$ cat src/pwm_irq_pkg.sv
// Purpose: shared constants for the pwm interrupt status and clear block
// Assumes: 32-bit avalon-mm register bus, byte addresses
// Notes: source bit order follows the status word, timer stop at bit 0
package pwm_irq_pkg;
    localparam int unsigned NUM_SRC  = 30;
    localparam int unsigned ADDR_W   = 12;
    localparam int unsigned DATA_W   = 32;

    localparam logic [11:0] RAW_OFFSET    = 12'h110;
    localparam logic [11:0] ENA_OFFSET    = 12'h114;
    localparam logic [11:0] MASKED_OFFSET = 12'h118;
    localparam logic [11:0] CLEAR_OFFSET  = 12'h11c;

    localparam logic [29:0] ENA_RESET = 30'h0000_0000;
    localparam logic [29:0] RAW_RESET = 30'h0000_0000;
    localparam logic [31:0] READ_ZERO = 32'h0000_0000;

    // bit positions of each group of three sources
    localparam int unsigned TIMER_STOP_LSB = 0;
    localparam int unsigned TIMER_ZERO_LSB = 3;
    localparam int unsigned TIMER_PER_LSB  = 6;
    localparam int unsigned FAULT_BEG_LSB  = 9;
    localparam int unsigned FAULT_END_LSB  = 12;
    localparam int unsigned CMP_A_LSB      = 15;
    localparam int unsigned CMP_B_LSB      = 18;
    localparam int unsigned CBC_LSB        = 21;
    localparam int unsigned OST_LSB        = 24;
    localparam int unsigned CAPTURE_LSB    = 27;
endpackage

$ cat src/irq_flag_bank.sv
// Purpose: sticky raw interrupt flags, set by events, cleared by one-writes
// Assumes: events and clear are one-cycle pulses on ref_clk_i
// Notes: a set in the clearing cycle keeps the flag high
`timescale 1ns/1ps
module irq_flag_bank #(
    parameter int unsigned WIDTH = 30
) (
    input  wire logic             ref_clk_i,
    input  wire logic             rstn_i,
    input  wire logic [WIDTH-1:0] set_i,
    input  wire logic [WIDTH-1:0] clr_i,
    output logic      [WIDTH-1:0] flag_o
);
    typedef struct packed {
        logic [WIDTH-1:0] flag;
    } state_s;

    state_s state_q;
    state_s state_d;

    always_comb begin
        state_d      = state_q;
        state_d.flag = (state_q.flag & ~clr_i) | set_i;
    end

    always_ff @(posedge ref_clk_i or negedge rstn_i) begin
        if (!rstn_i) begin
            state_q <= '0;
        end else begin
            state_q <= state_d;
        end
    end

    assign flag_o = state_q.flag;
endmodule // irq_flag_bank

$ cat src/irq_source_map.sv
// Purpose: packs the grouped event pulses into one source vector
// Assumes: each group input is three bits, index = unit number
// Notes: pure wiring, combinational
`timescale 1ns/1ps
module irq_source_map (
    input  wire logic [2:0]  timer_stop_i,
    input  wire logic [2:0]  timer_at_zero_event_i,
    input  wire logic [2:0]  timer_at_period_event_i,
    input  wire logic [2:0]  fault_begin_i,
    input  wire logic [2:0]  fault_end_i,
    input  wire logic [2:0]  operator_compare_a_event_i,
    input  wire logic [2:0]  operator_compare_b_event_i,
    input  wire logic [2:0]  cycle_by_cycle_trip_i,
    input  wire logic [2:0]  one_shot_trip_i,
    input  wire logic [2:0]  capture_event_i,
    output logic      [29:0] src_o
);
    always_comb begin
        src_o = '0;
        src_o[pwm_irq_pkg::TIMER_STOP_LSB +: 3] = timer_stop_i;
        src_o[pwm_irq_pkg::TIMER_ZERO_LSB +: 3] = timer_at_zero_event_i;
        src_o[pwm_irq_pkg::TIMER_PER_LSB  +: 3] = timer_at_period_event_i;
        src_o[pwm_irq_pkg::FAULT_BEG_LSB  +: 3] = fault_begin_i;
        src_o[pwm_irq_pkg::FAULT_END_LSB  +: 3] = fault_end_i;
        src_o[pwm_irq_pkg::CMP_A_LSB      +: 3] = operator_compare_a_event_i;
        src_o[pwm_irq_pkg::CMP_B_LSB      +: 3] = operator_compare_b_event_i;
        src_o[pwm_irq_pkg::CBC_LSB        +: 3] = cycle_by_cycle_trip_i;
        src_o[pwm_irq_pkg::OST_LSB        +: 3] = one_shot_trip_i;
        src_o[pwm_irq_pkg::CAPTURE_LSB    +: 3] = capture_event_i;
    end
endmodule // irq_source_map

$ cat src/pwm_irq_status_clear.sv
// Purpose: interrupt status, enable and clear registers of a pwm unit
// Assumes: avalon-mm slave, one wait cycle on every access
// Notes: irq_o is high while any enabled raw flag is set
`timescale 1ns/1ps
module pwm_irq_status_clear #(
    parameter int unsigned NUM_SRC = pwm_irq_pkg::NUM_SRC
) (
    input  wire logic        ref_clk_i,
    input  wire logic        rstn_i,
    input  wire logic [11:0] avs_address_i,
    input  wire logic        avs_read_i,
    input  wire logic        avs_write_i,
    input  wire logic [31:0] avs_writedata_i,
    input  wire logic [3:0]  avs_byteenable_i,
    output logic      [31:0] avs_readdata_o,
    output logic             avs_waitrequest_o,
    output logic      [1:0]  avs_response_o,
    input  wire logic [2:0]  timer_stop_i,
    input  wire logic [2:0]  timer_at_zero_event_i,
    input  wire logic [2:0]  timer_at_period_event_i,
    input  wire logic [2:0]  fault_begin_i,
    input  wire logic [2:0]  fault_end_i,
    input  wire logic [2:0]  operator_compare_a_event_i,
    input  wire logic [2:0]  operator_compare_b_event_i,
    input  wire logic [2:0]  cycle_by_cycle_trip_i,
    input  wire logic [2:0]  one_shot_trip_i,
    input  wire logic [2:0]  capture_event_i,
    output logic             irq_o
);
    localparam logic [1:0] RESP_OK  = 2'h0;
    localparam logic [1:0] RESP_ERR = 2'h2;

    typedef struct packed {
        logic [NUM_SRC-1:0] ena;
        logic               waitreq;
        logic [31:0]        rdata;
        logic [1:0]         resp;
        logic               irq;
    } state_s;

    state_s state_q;
    state_s state_d;

    logic [NUM_SRC-1:0] src;
    logic [NUM_SRC-1:0] raw;
    logic [NUM_SRC-1:0] clr;

    function automatic logic [31:0] merge_bytes(input logic [31:0] old_v,
                                                input logic [31:0] new_v,
                                                input logic [3:0]  be);
        logic [31:0] r;
        r = old_v;
        for (int i = 0; i < 4; i++) begin
            if (be[i]) begin
                r[i*8 +: 8] = new_v[i*8 +: 8];
            end
        end
        return r;
    endfunction

    function automatic logic [31:0] widen(input logic [NUM_SRC-1:0] v);
        logic [31:0] r;
        r = pwm_irq_pkg::READ_ZERO;
        r[NUM_SRC-1:0] = v;
        return r;
    endfunction

    irq_source_map u_map (
        .timer_stop_i               (timer_stop_i),
        .timer_at_zero_event_i      (timer_at_zero_event_i),
        .timer_at_period_event_i    (timer_at_period_event_i),
        .fault_begin_i              (fault_begin_i),
        .fault_end_i                (fault_end_i),
        .operator_compare_a_event_i (operator_compare_a_event_i),
        .operator_compare_b_event_i (operator_compare_b_event_i),
        .cycle_by_cycle_trip_i      (cycle_by_cycle_trip_i),
        .one_shot_trip_i            (one_shot_trip_i),
        .capture_event_i            (capture_event_i),
        .src_o                      (src)
    );

    irq_flag_bank #(.WIDTH(NUM_SRC)) u_flags (
        .ref_clk_i (ref_clk_i),
        .rstn_i    (rstn_i),
        .set_i     (src),
        .clr_i     (clr),
        .flag_o    (raw)
    );

    logic        req;
    logic        take;
    logic [31:0] clr_word;

    always_comb begin
        req      = avs_read_i | avs_write_i;
        take     = req & state_q.waitreq;
        clr_word = merge_bytes(pwm_irq_pkg::READ_ZERO, avs_writedata_i, avs_byteenable_i);
        clr      = '0;
        if (take && avs_write_i && avs_address_i == pwm_irq_pkg::CLEAR_OFFSET) begin
            clr = clr_word[NUM_SRC-1:0];
        end
    end

    always_comb begin
        state_d       = state_q;
        state_d.waitreq = ~take;
        state_d.rdata = pwm_irq_pkg::READ_ZERO;
        state_d.resp  = RESP_OK;
        if (take) begin
            case (avs_address_i)
                pwm_irq_pkg::RAW_OFFSET: begin
                    state_d.rdata = avs_read_i ? widen(raw) : pwm_irq_pkg::READ_ZERO;
                end
                pwm_irq_pkg::ENA_OFFSET: begin
                    if (avs_write_i) begin
                        state_d.ena = NUM_SRC'(merge_bytes(widen(state_q.ena),
                                                           avs_writedata_i,
                                                           avs_byteenable_i));
                    end else begin
                        state_d.rdata = widen(state_q.ena);
                    end
                end
                pwm_irq_pkg::MASKED_OFFSET: begin
                    // write ignored, read-only word
                    state_d.rdata = avs_read_i ? widen(raw & state_q.ena)
                                               : pwm_irq_pkg::READ_ZERO;
                end
                pwm_irq_pkg::CLEAR_OFFSET: begin
                    state_d.rdata = pwm_irq_pkg::READ_ZERO;
                end
                default: begin
                    state_d.resp = RESP_ERR;
                end
            endcase
        end
        // irq uses the flag and enable values loaded this edge, so it changes on the same edge; includes same-cycle set over clear
        state_d.irq = |(((raw & ~clr) | src) & state_d.ena);
    end

    always_ff @(posedge ref_clk_i or negedge rstn_i) begin
        if (!rstn_i) begin
            state_q       <= '0;
            state_q.ena   <= pwm_irq_pkg::ENA_RESET;
            // idle slave shows waitrequest high straight from the flop
            state_q.waitreq <= 1'b1;
        end else begin
            state_q <= state_d;
        end
    end

    assign avs_readdata_o    = state_q.rdata;
    assign avs_waitrequest_o = state_q.waitreq;
    assign avs_response_o    = state_q.resp;
    assign irq_o             = state_q.irq;
endmodule // pwm_irq_status_clear

$ cat config.mk
export PLATFORM = sky130hd
export DESIGN_NAME = pwm_irq_status_clear
export DESIGN_NICKNAME = d
export VERILOG_FILES = /design/src/pwm_irq_pkg.sv /design/src/irq_flag_bank.sv /design/src/irq_source_map.sv /design/src/pwm_irq_status_clear.sv
export SDC_FILE = /design/constraint.sdc
export NUM_CORES = 1
export LEC_CHECK = 0
export BUFFER_PORTS_ARGS = -buffer_cell sky130_fd_sc_hd__buf_4
export CORE_AREA = 3 3 98 100
export CTS_BUF_LIST = sky130_fd_sc_hd__clkbuf_8
export DETAILED_ROUTE_END_ITERATION = 8
export DIE_AREA = 0 0 101 103
export PLACE_DENSITY = 0.82
export RECOVER_POWER = 25
export SLEW_MARGIN = 20
export SYNTH_ARGS = -nofsm -noshare
export SYNTH_HDL_FRONTEND = slang
export SYNTH_SLANG_ARGS = --single-unit
export TNS_END_PERCENT = 10
$ cat constraint.sdc
create_clock -name ref_clk_i -period 6.25 [get_ports ref_clk_i]
set_input_delay 0.3125 -clock ref_clk_i [delete_from_list [all_inputs] [get_ports ref_clk_i]]
set_output_delay 0.3125 -clock ref_clk_i [all_outputs]
set_load 0.1 [all_outputs]
======== After elaboration in Yosys (flattened, before gate mapping) ========
Index checks and enable logic that the tools add are counted.
word-level totals
  output and inout port bits .............. 36
  input bits .............................. 82
  bits in registers ....................... 96
operators by class
  bitwise operators ....................... 8
  eq/ne operators ......................... 4
  muxes and demuxes ....................... 18
  reduce and logical (&&, ||, !) cells .... 4
operators with widths
  cell                   number
  $mux W30               7
  $and A30 B30 Y30       3
  $pmux W30 S3           1
  $eq A12 B9 Y1 const B  4
  $mux W8                6
  $mux W32               1
  $not A30 Y30           1
  $or A30 B30 Y30        1
  $reduce_or A30 Y1      1
  $mux W6                2
  $reduce_or A4 Y1       1
  $logic_and A1 B1 Y1    2
  $mux W2                1
  $and A1 B1 Y1          1
  $not A1 Y1             1
  $or A1 B1 Y1           1

======== Depth between registers and ports, before layout ========
Gate-level depths: netlist (run 1).
  word-level depth ........................ 10
  gate-level depth with buffers ........... 7
  depth with buffers taken out ............ 6

======== By module ========
A second synthesis (run 1) with hierarchy kept.
second synthesis, totals
  cells, all modules ...................... 512
  area, all modules ....................... 5,187.5 um2
by module, submodules not included
  module                seq. area each (um2)  area an instance (um2)  cells each  times used
  pwm_irq_status_clear  1,577.8               3,873.7                 392         1
  irq_flag_bank         750.7                 1,088.5                 90          1
  irq_source_map        0.0                   225.2                   30          1

======== Least setup slack after synthesis (run 1) ========
No wires, ideal clock.
  kind .................................... register -> register
  start point ............................. register state_q (netlist bit avs_waitrequest_o)
  end point ............................... register state_q (netlist bit irq_o)
  slack ................................... 3.591 ns
  library setup time ...................... 0.140 ns
  clock period less this slack ............ 2.659 ns
  data required time ...................... 6.110 ns
  arrival time ............................ 2.519 ns
  cell stages (with the launch flop) ...... 8
  cell sequence ........................... dfstp_2 > and4bb_1 > buf_2 > nand4_2 > mux2_2 > a22o_1 > a2111oi_2 > nand4_1
RTL lines
  element                 RTL line                     RTL
  from (decl)             pwm_irq_status_clear.sv:41   state_s state_q;
  from (signal assigned)  pwm_irq_status_clear.sv:147  state_q <= state_d;

==> impl_metrics.yaml, run 1 <==
pwr:
  intPower_mw: 0.846
  switchingPower_mw: 0.275
  pwr-share-clk: 0.368
  power_density_mw_per_mm2: 215
  sw_frac_of_total: 0.246
  power.total_mw: 1.12
  seq_power_share: 0.539
  peakVddDrop_v: 0.000143
  power.leakage_nw: 2.24
  combPwrFrac: 0.093
clock_network:
  cts_hold_buffers: 1
  clock-sinks: 93
  cts_tree: "yes"
  clk_pin_slew_ns: 0.10
  cts_root_buf: "clkbuf_8"
  cts_made_buffers: 9
  cts_max_level: 3
  cts_resized: 0
  insertion_delay_ns: 0.35
  clk_path_buf_depth: 2
  cts_setup_buffers: 0
routing:
  via_per_inst: 5.74
  drtIter0Drc: 120
  drc: 0
  vias: 3286
  dr.pass1.iters: 6
  wirelength_um: 10900
  antenna_left: 0
  wl_per_cell_um: 19.1
place:
  finalWeightedCongestion: 0.794
  dp_hpwl_um: 7440
  place_ws_ns: 2.97
  port_buffers: 112
worst_setup_path:
  endpoint_kind: "flip-flop"
  start_kind: "flip-flop"
  r2r_setup_slack_ns: 3.22
  ff2ff_path_depth: 6
  rr_endpoint: "irq_o"
  r2r-start: "avs_waitrequest_o"
  critPathKind: "flip-flop to flip-flop"
  crit_fanout: 9
  critPathArrivalTime_ns: 3.23
  cp_data_required_time_ns: 6.45
  crit_path_start: "avs_waitrequest_o"
die:
  die_area_sq_mm: 0.0104
  die_h_um: 103
  coreArea_sq_mm: 0.00876
  chipWidth_um: 101
  initial_core_util: 0.504
  boundaryPins: 118
  rows: 34
job:
  max_cap_viol_count: 0
hold_path:
  hold_path.class: "input port to flip-flop"
  worstHoldStart: "one_shot_trip_i[1]"
  min_to: "u_flags.flag_o[25]"
  min_path_cells: 2
sta:
  finalClockSkew_ns: 0.00829
  finalCritPeriodShare: 0.484
  rsz0062_at_grt: "no"
  maxClockFrequency_mhz: 330
  relSlewSlack: 0.108
  finalHoldViolCount: 0
  slew_violations: 0
  finalSetupViolations: 0
  worst_slack_ns: 3.22
  worstMarginPinSlew_ns: 1.34
  setup_tns_ns: 0
  fin_crit_ns: 3.03
grt:
  grt-ovfl-total: 0
  grt_pass1_wl_um: 17300
  track_usage: 0.218
  first_global_vias: 3375
  grt_max_degree: 71
  antenna_found_initial: 0
yosys:
  ys_types: 37
  synth_top_cell_by_area: "dfrtp_1"
  synth_top_cell_area_share: 0.521
  synth_commonest_cells: "92 x dfrtp_1, 35 x buf_4, 31 x nand2_1, 30 x a21oi_1, 30 x o211ai_1"
  ys_seq_area_frac: 0.527
  synth_ff_type: "dfrtp_1"
  synth-seq-cells: 93
  synth_edf_count: 0
  yosysWarningCount: 0
  syn_avg_cell_area_sq_um: 11.6
  synth_area_leaders: "dfrtp_1 52%, mux2_2 6.9%, buf_4 5.9%"
  synthCells: 380
  synthArstFlopShare: 1.00
  syn-cell-area_sq_mm: 0.00442
  post-synth-top-count-cell: "dfrtp_1"
status:
  status: "finished, final reports clean"
cells_and_area:
  nFillCells: 782
  area_growth_pct: 18.0
  insertedDiodeCount: 0
  fin_nets: 541
  drive_above_1_share: 0.304
[cells in the final DEF, fill, tap and decap left out, types with 2 or more instances in the layout]
| cell | n |
|---|---|
| buf_4 | 86 |
| nand2_1 | 31 |
| and3b_1 | 4 |
| inv_6 | 2 |
| clkbuf_1 | 30 |
| and3_1 | 4 |
| mux2_1 | 2 |
| nor4_1 | 3 |
| a22o_1 | 14 |
| mux2_2 | 27 |
| o22a_1 | 27 |
| dfrtp_1 | 92 |
| nor2_1 | 3 |
| a21oi_1 | 30 |
| conb_1 | 3 |
| nor4b_4 | 2 |
| nand2b_1 | 27 |
| o211ai_1 | 30 |
| o21ai_0 | 2 |
| clkbuf_8 | 10 |
| nand4_4 | 2 |
| nand4_2 | 5 |
| nand4_1 | 6 |
[sequential cells by signal, summed over array words and instances, names as in the netlist]
name               cells
u_flags.flag_o        30
avs_readdata_o        30
avs_waitrequest_o      1
irq_o                  1
state_q               30
avs_response_o         1
[critical path, stage by stage (launching register included)]
cell and delay [ns]:
dfstp_1 0.58, and4bb_1 0.57, nand4_2 0.42, mux2_2 0.43, a22o_1 0.26, nor4_1 0.47
nand4_1 0.14
[power by group through the flow]
stage               Sequential (mW)  Clock (mW)  Combinational, mW
floorplan                     0.625           0             0.0371
global placement              0.617           0              0.104
detailed placement            0.617           0              0.105
CTS                           0.605       0.423              0.106
global route                  0.605       0.452              0.113
finish                        0.605       0.412              0.104
[layer usage]
metal / vias up / part of all wire / track usage
met5: - / 0 / 0
met4: 0 / 0.024 / 0.0849
met3: 19 / 0.060 / 0.0379
met2: 111 / 0.50 / 0.379
met1: 1633 / 0.42 / 0.272
li1: 1523 / - / -
[through the flow]
step	util	hold WS [ns]	instances	area [sq um]
finish	0.595	0.181	572	5210
CTS	0.607	0.168	572	5320
global placement	0.583	0.225	555	5110
floorplan	-	0.0169	382	4420
global route	0.595	0.159	572	5210
detailed placement	0.583	0.228	555	5110
[kinds of logic (layout without fill, tap and decap cells)]
family	after synthesis	in the layout	synth area share
mux	29	29	0.0739
compound gates	108	108	0.179
buf+inv	53	135	0.0768
flops	93	93	0.527
other cells	1	3	0.000849
simple gates	96	96	0.142
[worst max path at each step]
stage                     endpoint  depth (start not counted)  slack (ns)
after CTS                    irq_o                          6        3.17
after global routing         irq_o                          6        2.96
after floorplan              irq_o                          7        3.59
final                        irq_o                          6        3.22
after detailed placement     irq_o                          7        2.97
after global placement       irq_o                          7        3.04
[cell type report]
| cell class | instances | area (sq um) | area share |
|---|---|---|---|
| clock buffers | 10 | 138 | 0.0264 |
| clock inverters | 6 | 68.8 | 0.0132 |
| inverters | 2 | 7.51 | 0.00144 |
| multi-input cells | 236 | 1760 | 0.339 |
| flip-flops and latches | 93 | 2330 | 0.447 |
| well taps | 108 | 135 | 0.0259 |
| repair buffers | 117 | 768 | 0.147 |
No activity file was read; power rests on OpenSTA's default activity.
==> run 2, diff against run 1 <==
ABC_AREA = 1   (was unset)
CORE_AREA = 3 3 105 107   (was 3 3 98 100)
DIE_AREA = 0 0 108 110   (was 0 0 101 103)
PLACE_DENSITY = 0.83   (was 0.82)
clock period = 2.78 ns   (was 6.25 ns; I/O delays follow)
==> impl_metrics.yaml, run 2 <==
status:
  status: "finished, final reports clean"
grt:
  first_global_vias: 4712
  grt_max_degree: 48
  antenna_found_initial: 0
  track_usage: 0.238
  grt_pass1_wl_um: 22100
  grt-ovfl-total: 0
yosys:
  ys_types: 24
  syn_avg_cell_area_sq_um: 7.43
  yosysWarningCount: 0
  synth-xor-area-share: 0
  yosys.area_share.adder: 0
  synth_top_cell_area_share: 0.455
  synthMuxAreaShare: 0
  synth_ff_type: "dfrtp_1"
  synth_commonest_cells: "237 x nand2_1, 97 x inv_1, 92 x dfrtp_1, 46 x nand3_1"
  ys_seq_area_frac: 0.460
  synth-simple-area-share: 0.314
  synth_compound_area_frac: 0.0709
  synth_top_family_by_area: "simple AND/OR/NAND/NOR gates"
  synthArstFlopShare: 1.00
  synth_top_cell_by_area: "dfrtp_1"
  post-synth-top-count-cell: "nand2_1"
  synth-seq-cells: 93
  syn-cell-area_sq_mm: 0.00506
  synth_edf_count: 0
  synthCells: 681
  synth_area_leaders: "dfrtp_1 45%, nand2_1 18%, inv_1 7.2%"
routing:
  vias: 4745
  dr.pass1.iters: 5
  antenna_left: 0
  via_per_inst: 5.12
  drc: 0
  wirelength_um: 13600
  drtIter0Drc: 337
  wl_per_cell_um: 14.7
cells_and_area:
  nFillCells: 922
  seq_area_sq_mm: 0.00233
  insertedDiodeCount: 0
  final_cell_mix: "237 x nand2_1, 124 x buf_4, 98 x inv_1"
  multi_input_area_sq_mm: 0.00196
  fin_nets: 869
  final_cell_area_sq_mm: 0.00625
  area_growth_pct: 23.4
  final_common_cell: "nand2_1"
  drive_above_1_share: 0.202
clock_network:
  clk_path_buf_depth: 2
  cts_max_level: 3
  clk_pin_slew_ns: 0.09
  cts_root_buf: "clkbuf_8"
  cts_setup_buffers: 0
  clock-sinks: 93
  cts_tree: "yes"
  cts_made_buffers: 9
  insertion_delay_ns: 0.36
sta:
  relSlewSlack: 0.188
  fin_crit_ns: 2.32
  finalHoldViolCount: 0
  setup_tns_ns: 0
  rsz0062_at_grt: "no"
  finalSetupViolations: 0
  maxClockFrequency_mhz: 431
  worstMarginPinSlew_ns: 1.22
  slew_violations: 0
  finalClockSkew_ns: 0.00921
  finalCritPeriodShare: 0.834
pwr:
  peakVddDrop_v: 0.000230
  power_density_mw_per_mm2: 399
  power.leakage_nw: 3.29
die:
  boundaryPins: 118
  initial_core_util: 0.495
  die_h_um: 110
  rows: 37
  chipWidth_um: 108
  die_area_sq_mm: 0.0119
  coreArea_sq_mm: 0.0102
worst_setup_path:
  critPathArrivalTime_ns: 2.58
  critPathKind: "flip-flop to flip-flop"
  endpoint_kind: "flip-flop"
  start_kind: "flip-flop"
  crit_fanout: 24
  cp_data_required_time_ns: 3.04
  ff2ff_path_depth: 11
place:
  place_area_sq_mm: 0.00581
  finalWeightedCongestion: 0.861
  dp_hpwl_um: 9250
  port_buffers: 112
hold_path:
  hold_path.class: "input port to flip-flop"
  min_path_cells: 3
job:
  max_cap_viol_count: 0
run 2: cell types whose count changed in the layout (fill, tap and decap cells not counted), moves of 30 or more:
cell      before  now
clkbuf_1      30    0
nand4_1        6   37
inv_1          1   98
o211ai_1      30    0
nand2_1       31  237
o21ai_0        2   38
nand3_1        1   46
buf_4         86  124
run 2: kinds of logic (layout without fill, tap and decap cells):
kind of cell    count (synthesis)  count (layout)
simple gates                  353             353
buf+inv                       164             272
flops                          93              93
compound gates                 70              70
other cells                     1               3
run 2: what timing repair did:
action | CTS | global route
resized for setup | 0 | 0
endpoints found under the hold margin | 72 | 0
endpoints found under the setup margin | 0 | 0
hold buffers | 28 | 0
run 2: area by class of cell:
class	instances	share of cell area
Clock inverter	6	0.00641
Multi-Input combinational cell	426	0.314
Sequential cell	93	0.373
Tap cell	136	0.0272
Timing Repair Buffer	154	0.198
Inverter	103	0.0619
Clock buffer	9	0.0198
run 2: power breakdown:
| part | total [mW] | switching (mW) | internal, mW |
|---|---|---|---|
| clock network | 0.808 | 0.490 | 0.319 |
| registers | 1.36 | 0.00225 | 1.36 |
| logic | 0.324 | 0.198 | 0.127 |
run 2: critical path, stage by stage (launching register included):
cell     delay (ns)
dfstp_2        0.55
o21ai_0        0.18
inv_2          0.43
nand4_2        0.34
nand2_1        0.15
nand2_1        0.08
nand2_1        0.08
nand2_1        0.07
nor2_1         0.14
nand2_1        0.07
nor2_1         0.08
nand2_1        0.06
run 2: final timing paths:
kind | startpoint | slack (ns) | to
worst min register to register | u_flags.flag_o[6] | 0.50 | u_flags.flag_o[6]
min in group asynchronous | rstn_i | 0.55 | avs_readdata_o[24]
worst max-delay path | avs_waitrequest_o | 0.46 | irq_o
worst max register to register | avs_waitrequest_o | 0.46 | irq_o
max in group asynchronous | rstn_i | 1.39 | state_q[45]
worst min-delay path | timer_at_zero_event_i[0] | 0.009 | u_flags.flag_o[3]
run 2: metrics by stage:
stage	worst slack [ns]	std cells	hold slack (ns)	total power [mW]	util
3_3_place_gp	0.685	884	0.191	1.68	0.568
5_1_grt	0.243	927	0.00582	2.59	0.610
3_5_place_dp	0.622	884	0.192	1.68	0.568
6_report	0.462	927	0.00905	2.49	0.610
2_1_floorplan	0.783	683	-0.157	1.52	-
4_1_cts	0.618	927	0.00312	2.50	0.611
run 2: per-layer routing:
metal / track usage / part of all wire / up-vias
met4: 0.0866 / 0.017 / 0
met2: 0.408 / 0.49 / 211
met3: 0.0542 / 0.087 / 21
li1: - / - / 2318
met1: 0.297 / 0.41 / 2195
met5: 0 / 0 / -
==> run 3, diff against run 2 <==
clock period = 2.05 ns   (was 2.78 ns; I/O delays follow)
==> impl_metrics.yaml, run 3 (synthesis gave the netlist of run 2 again) <==
job:
  max_cap_viol_count: 0
grt:
  grt_busiest_layer: "met2"
  grt-ovfl-total: 0
  first_global_vias: 4763
  antenna_found_initial: 0
  gr-usage-met3: 0.0524
  met2_usage: 0.419
  track_usage: 0.245
  grt_max_degree: 49
  use_met1: 0.314
  grt_pass1_wl_um: 22600
worst_setup_path:
  start_kind: "flip-flop"
  cpPeakStageDelay_ns: 0.56
  ff2ff_path_depth: 12
  critPathArrivalTime_ns: 2.18
  critPathKind: "flip-flop to flip-flop"
  crit_fanout: 7
  crit_chain: "nand2_1 > inv_1 > buf_4 > nand4_1 > nand2_1 > nand2_1 > nand2_1 > nand2_1 > nor2_1 > nand2_1 > nor2_1 > nand2_1"
  endpoint_kind: "flip-flop"
  crit_slowest_cell: "dfstp_2"
  cp_data_required_time_ns: 2.32
  crit_top_cell: "nand2_1"
sta:
  setup_tns_ns: 0
  maxClockFrequency_mhz: 525
  worstMarginPinSlew_ns: 0.936
  rsz0062_at_grt: "no"
  finalSetupViolations: 0
  fin_crit_ns: 1.90
  worst_slack_ns: 0.145
  whs_ns: 0.00444
  finalHoldViolCount: 0
  relSlewSlack: 0.376
  finalCritPeriodShare: 0.929
  finalClockSkew_ns: 0.00917
  slew_violations: 0
cells_and_area:
  drive_above_1_share: 0.206
  area_growth_pct: 28.0
  final_cell_mix: "237 x nand2_1, 131 x buf_4, 99 x inv_1"
  final_cells: 951
  final_common_cell: "nand2_1"
  fin_nets: 893
  insertedDiodeCount: 0
  utilization: 0.633
place:
  finalWeightedCongestion: 0.862
  dpl.cell_count: 893
  port_buffers: 112
  dp_hpwl_um: 9630
  place_ws_ns: 0.161
clock_network:
  cts_max_level: 3
  clk_path_buf_depth: 2
  clock-sinks: 93
  clk_pin_slew_ns: 0.09
  cts_made_buffers: 9
  insertion_delay_ns: 0.38
  cts_root_buf: "clkbuf_8"
  cts_setup_buffers: 0
  cts_tree: "yes"
die:
  die_area_sq_mm: 0.0119
  boundaryPins: 118
  initial_core_util: 0.495
  chipWidth_um: 108
  rows: 37
  coreArea_sq_mm: 0.0102
  die_h_um: 110
routing:
  drc: 0
  drtIter0Drc: 325
  vias: 4809
  via_per_inst: 5.06
  antenna_left: 0
  wirelength_um: 13900
  wl_per_cell_um: 14.7
  dr.pass1.iters: 5
pwr:
  switchingPower_mw: 0.923
  combPwrFrac: 0.136
  pwr-share-clk: 0.338
  seq_power_share: 0.526
  power_density_mw_per_mm2: 541
  peakVddDrop_v: 0.000288
  intPower_mw: 2.59
  power.leakage_nw: 3.41
  sw_frac_of_total: 0.263
status:
  status: "finished, final reports clean"
hold_path:
  min_path_cells: 3
  hold_path.class: "input port to flip-flop"
run 3: cell count changes in the layout (fill, tap and decap cells not counted), sizes merged:
cell         before  now
clkinvlp          3    2
dlygate4sd3      28   43
bufinv            0    1
clkbuf           10   12
buf             125  132
run 3: through the flow:
step                instance area [sq um]  power [mW]
floorplan                            5070        2.07
detailed placement                   5890        2.29
finish                               6480        3.51
global route                         6480        3.64
CTS                                  6500        3.51
global placement                     5890        2.29
run 3: area by class of cell:
cell class | count | area, sq um
Clock inverter | 6 | 57.6
Multi-Input combinational cell | 426 | 1960
Tap cell | 136 | 170
Timing Repair Buffer | 178 | 1450
Clock buffer | 9 | 124
Fill cell | 907 | 3750
Inverter | 103 | 387
Sequential cell | 93 | 2330
run 3: worst max-delay path, delay by kind of cell (launching register included):
| kind | cells | cell delay, ns |
|---|---|---|
| AND/OR/NAND/NOR | 10 | 0.86 |
| buffers and inverters | 2 | 0.40 |
| flip-flops | 1 | 0.56 |
run 3: final timing paths:
kind	from	endpoint	slack, ns
worst max-delay path	avs_waitrequest_o	irq_o	0.15
worst min-delay path	avs_writedata_i[14]	state_q[50]	0.004
worst max register to register	avs_waitrequest_o	irq_o	0.15
worst min register to register	u_flags.flag_o[17]	u_flags.flag_o[17]	0.50
max in group asynchronous	rstn_i	state_q[40]	0.40
min in group asynchronous	rstn_i	avs_readdata_o[28]	0.39
run 3: what timing repair did:
action	CTS	global route
hold buffers	43	0
endpoints found under the setup margin	0	0
hold endpoints to repair	75	0
resized for setup	0	0
run 3: per-layer routing:
| metal | vias to the layer above | routed length [um] |
|---|---|---|
| met5 | - | 0 |
| met4 | 0 | 212 |
| met3 | 20 | 1180 |
| met2 | 225 | 6920 |
| met1 | 2209 | 5620 |
| li1 | 2355 | - |
run 3: power groups by stage:
stage / Combinational [mW] / Clock (mW) / Sequential, mW
after global placement: 0.407 / 0 / 1.88
after floorplan: 0.164 / 0 / 1.90
after CTS: 0.479 / 1.19 / 1.84
after detailed placement: 0.411 / 0 / 1.88
final: 0.478 / 1.19 / 1.84
after global routing: 0.516 / 1.28 / 1.85
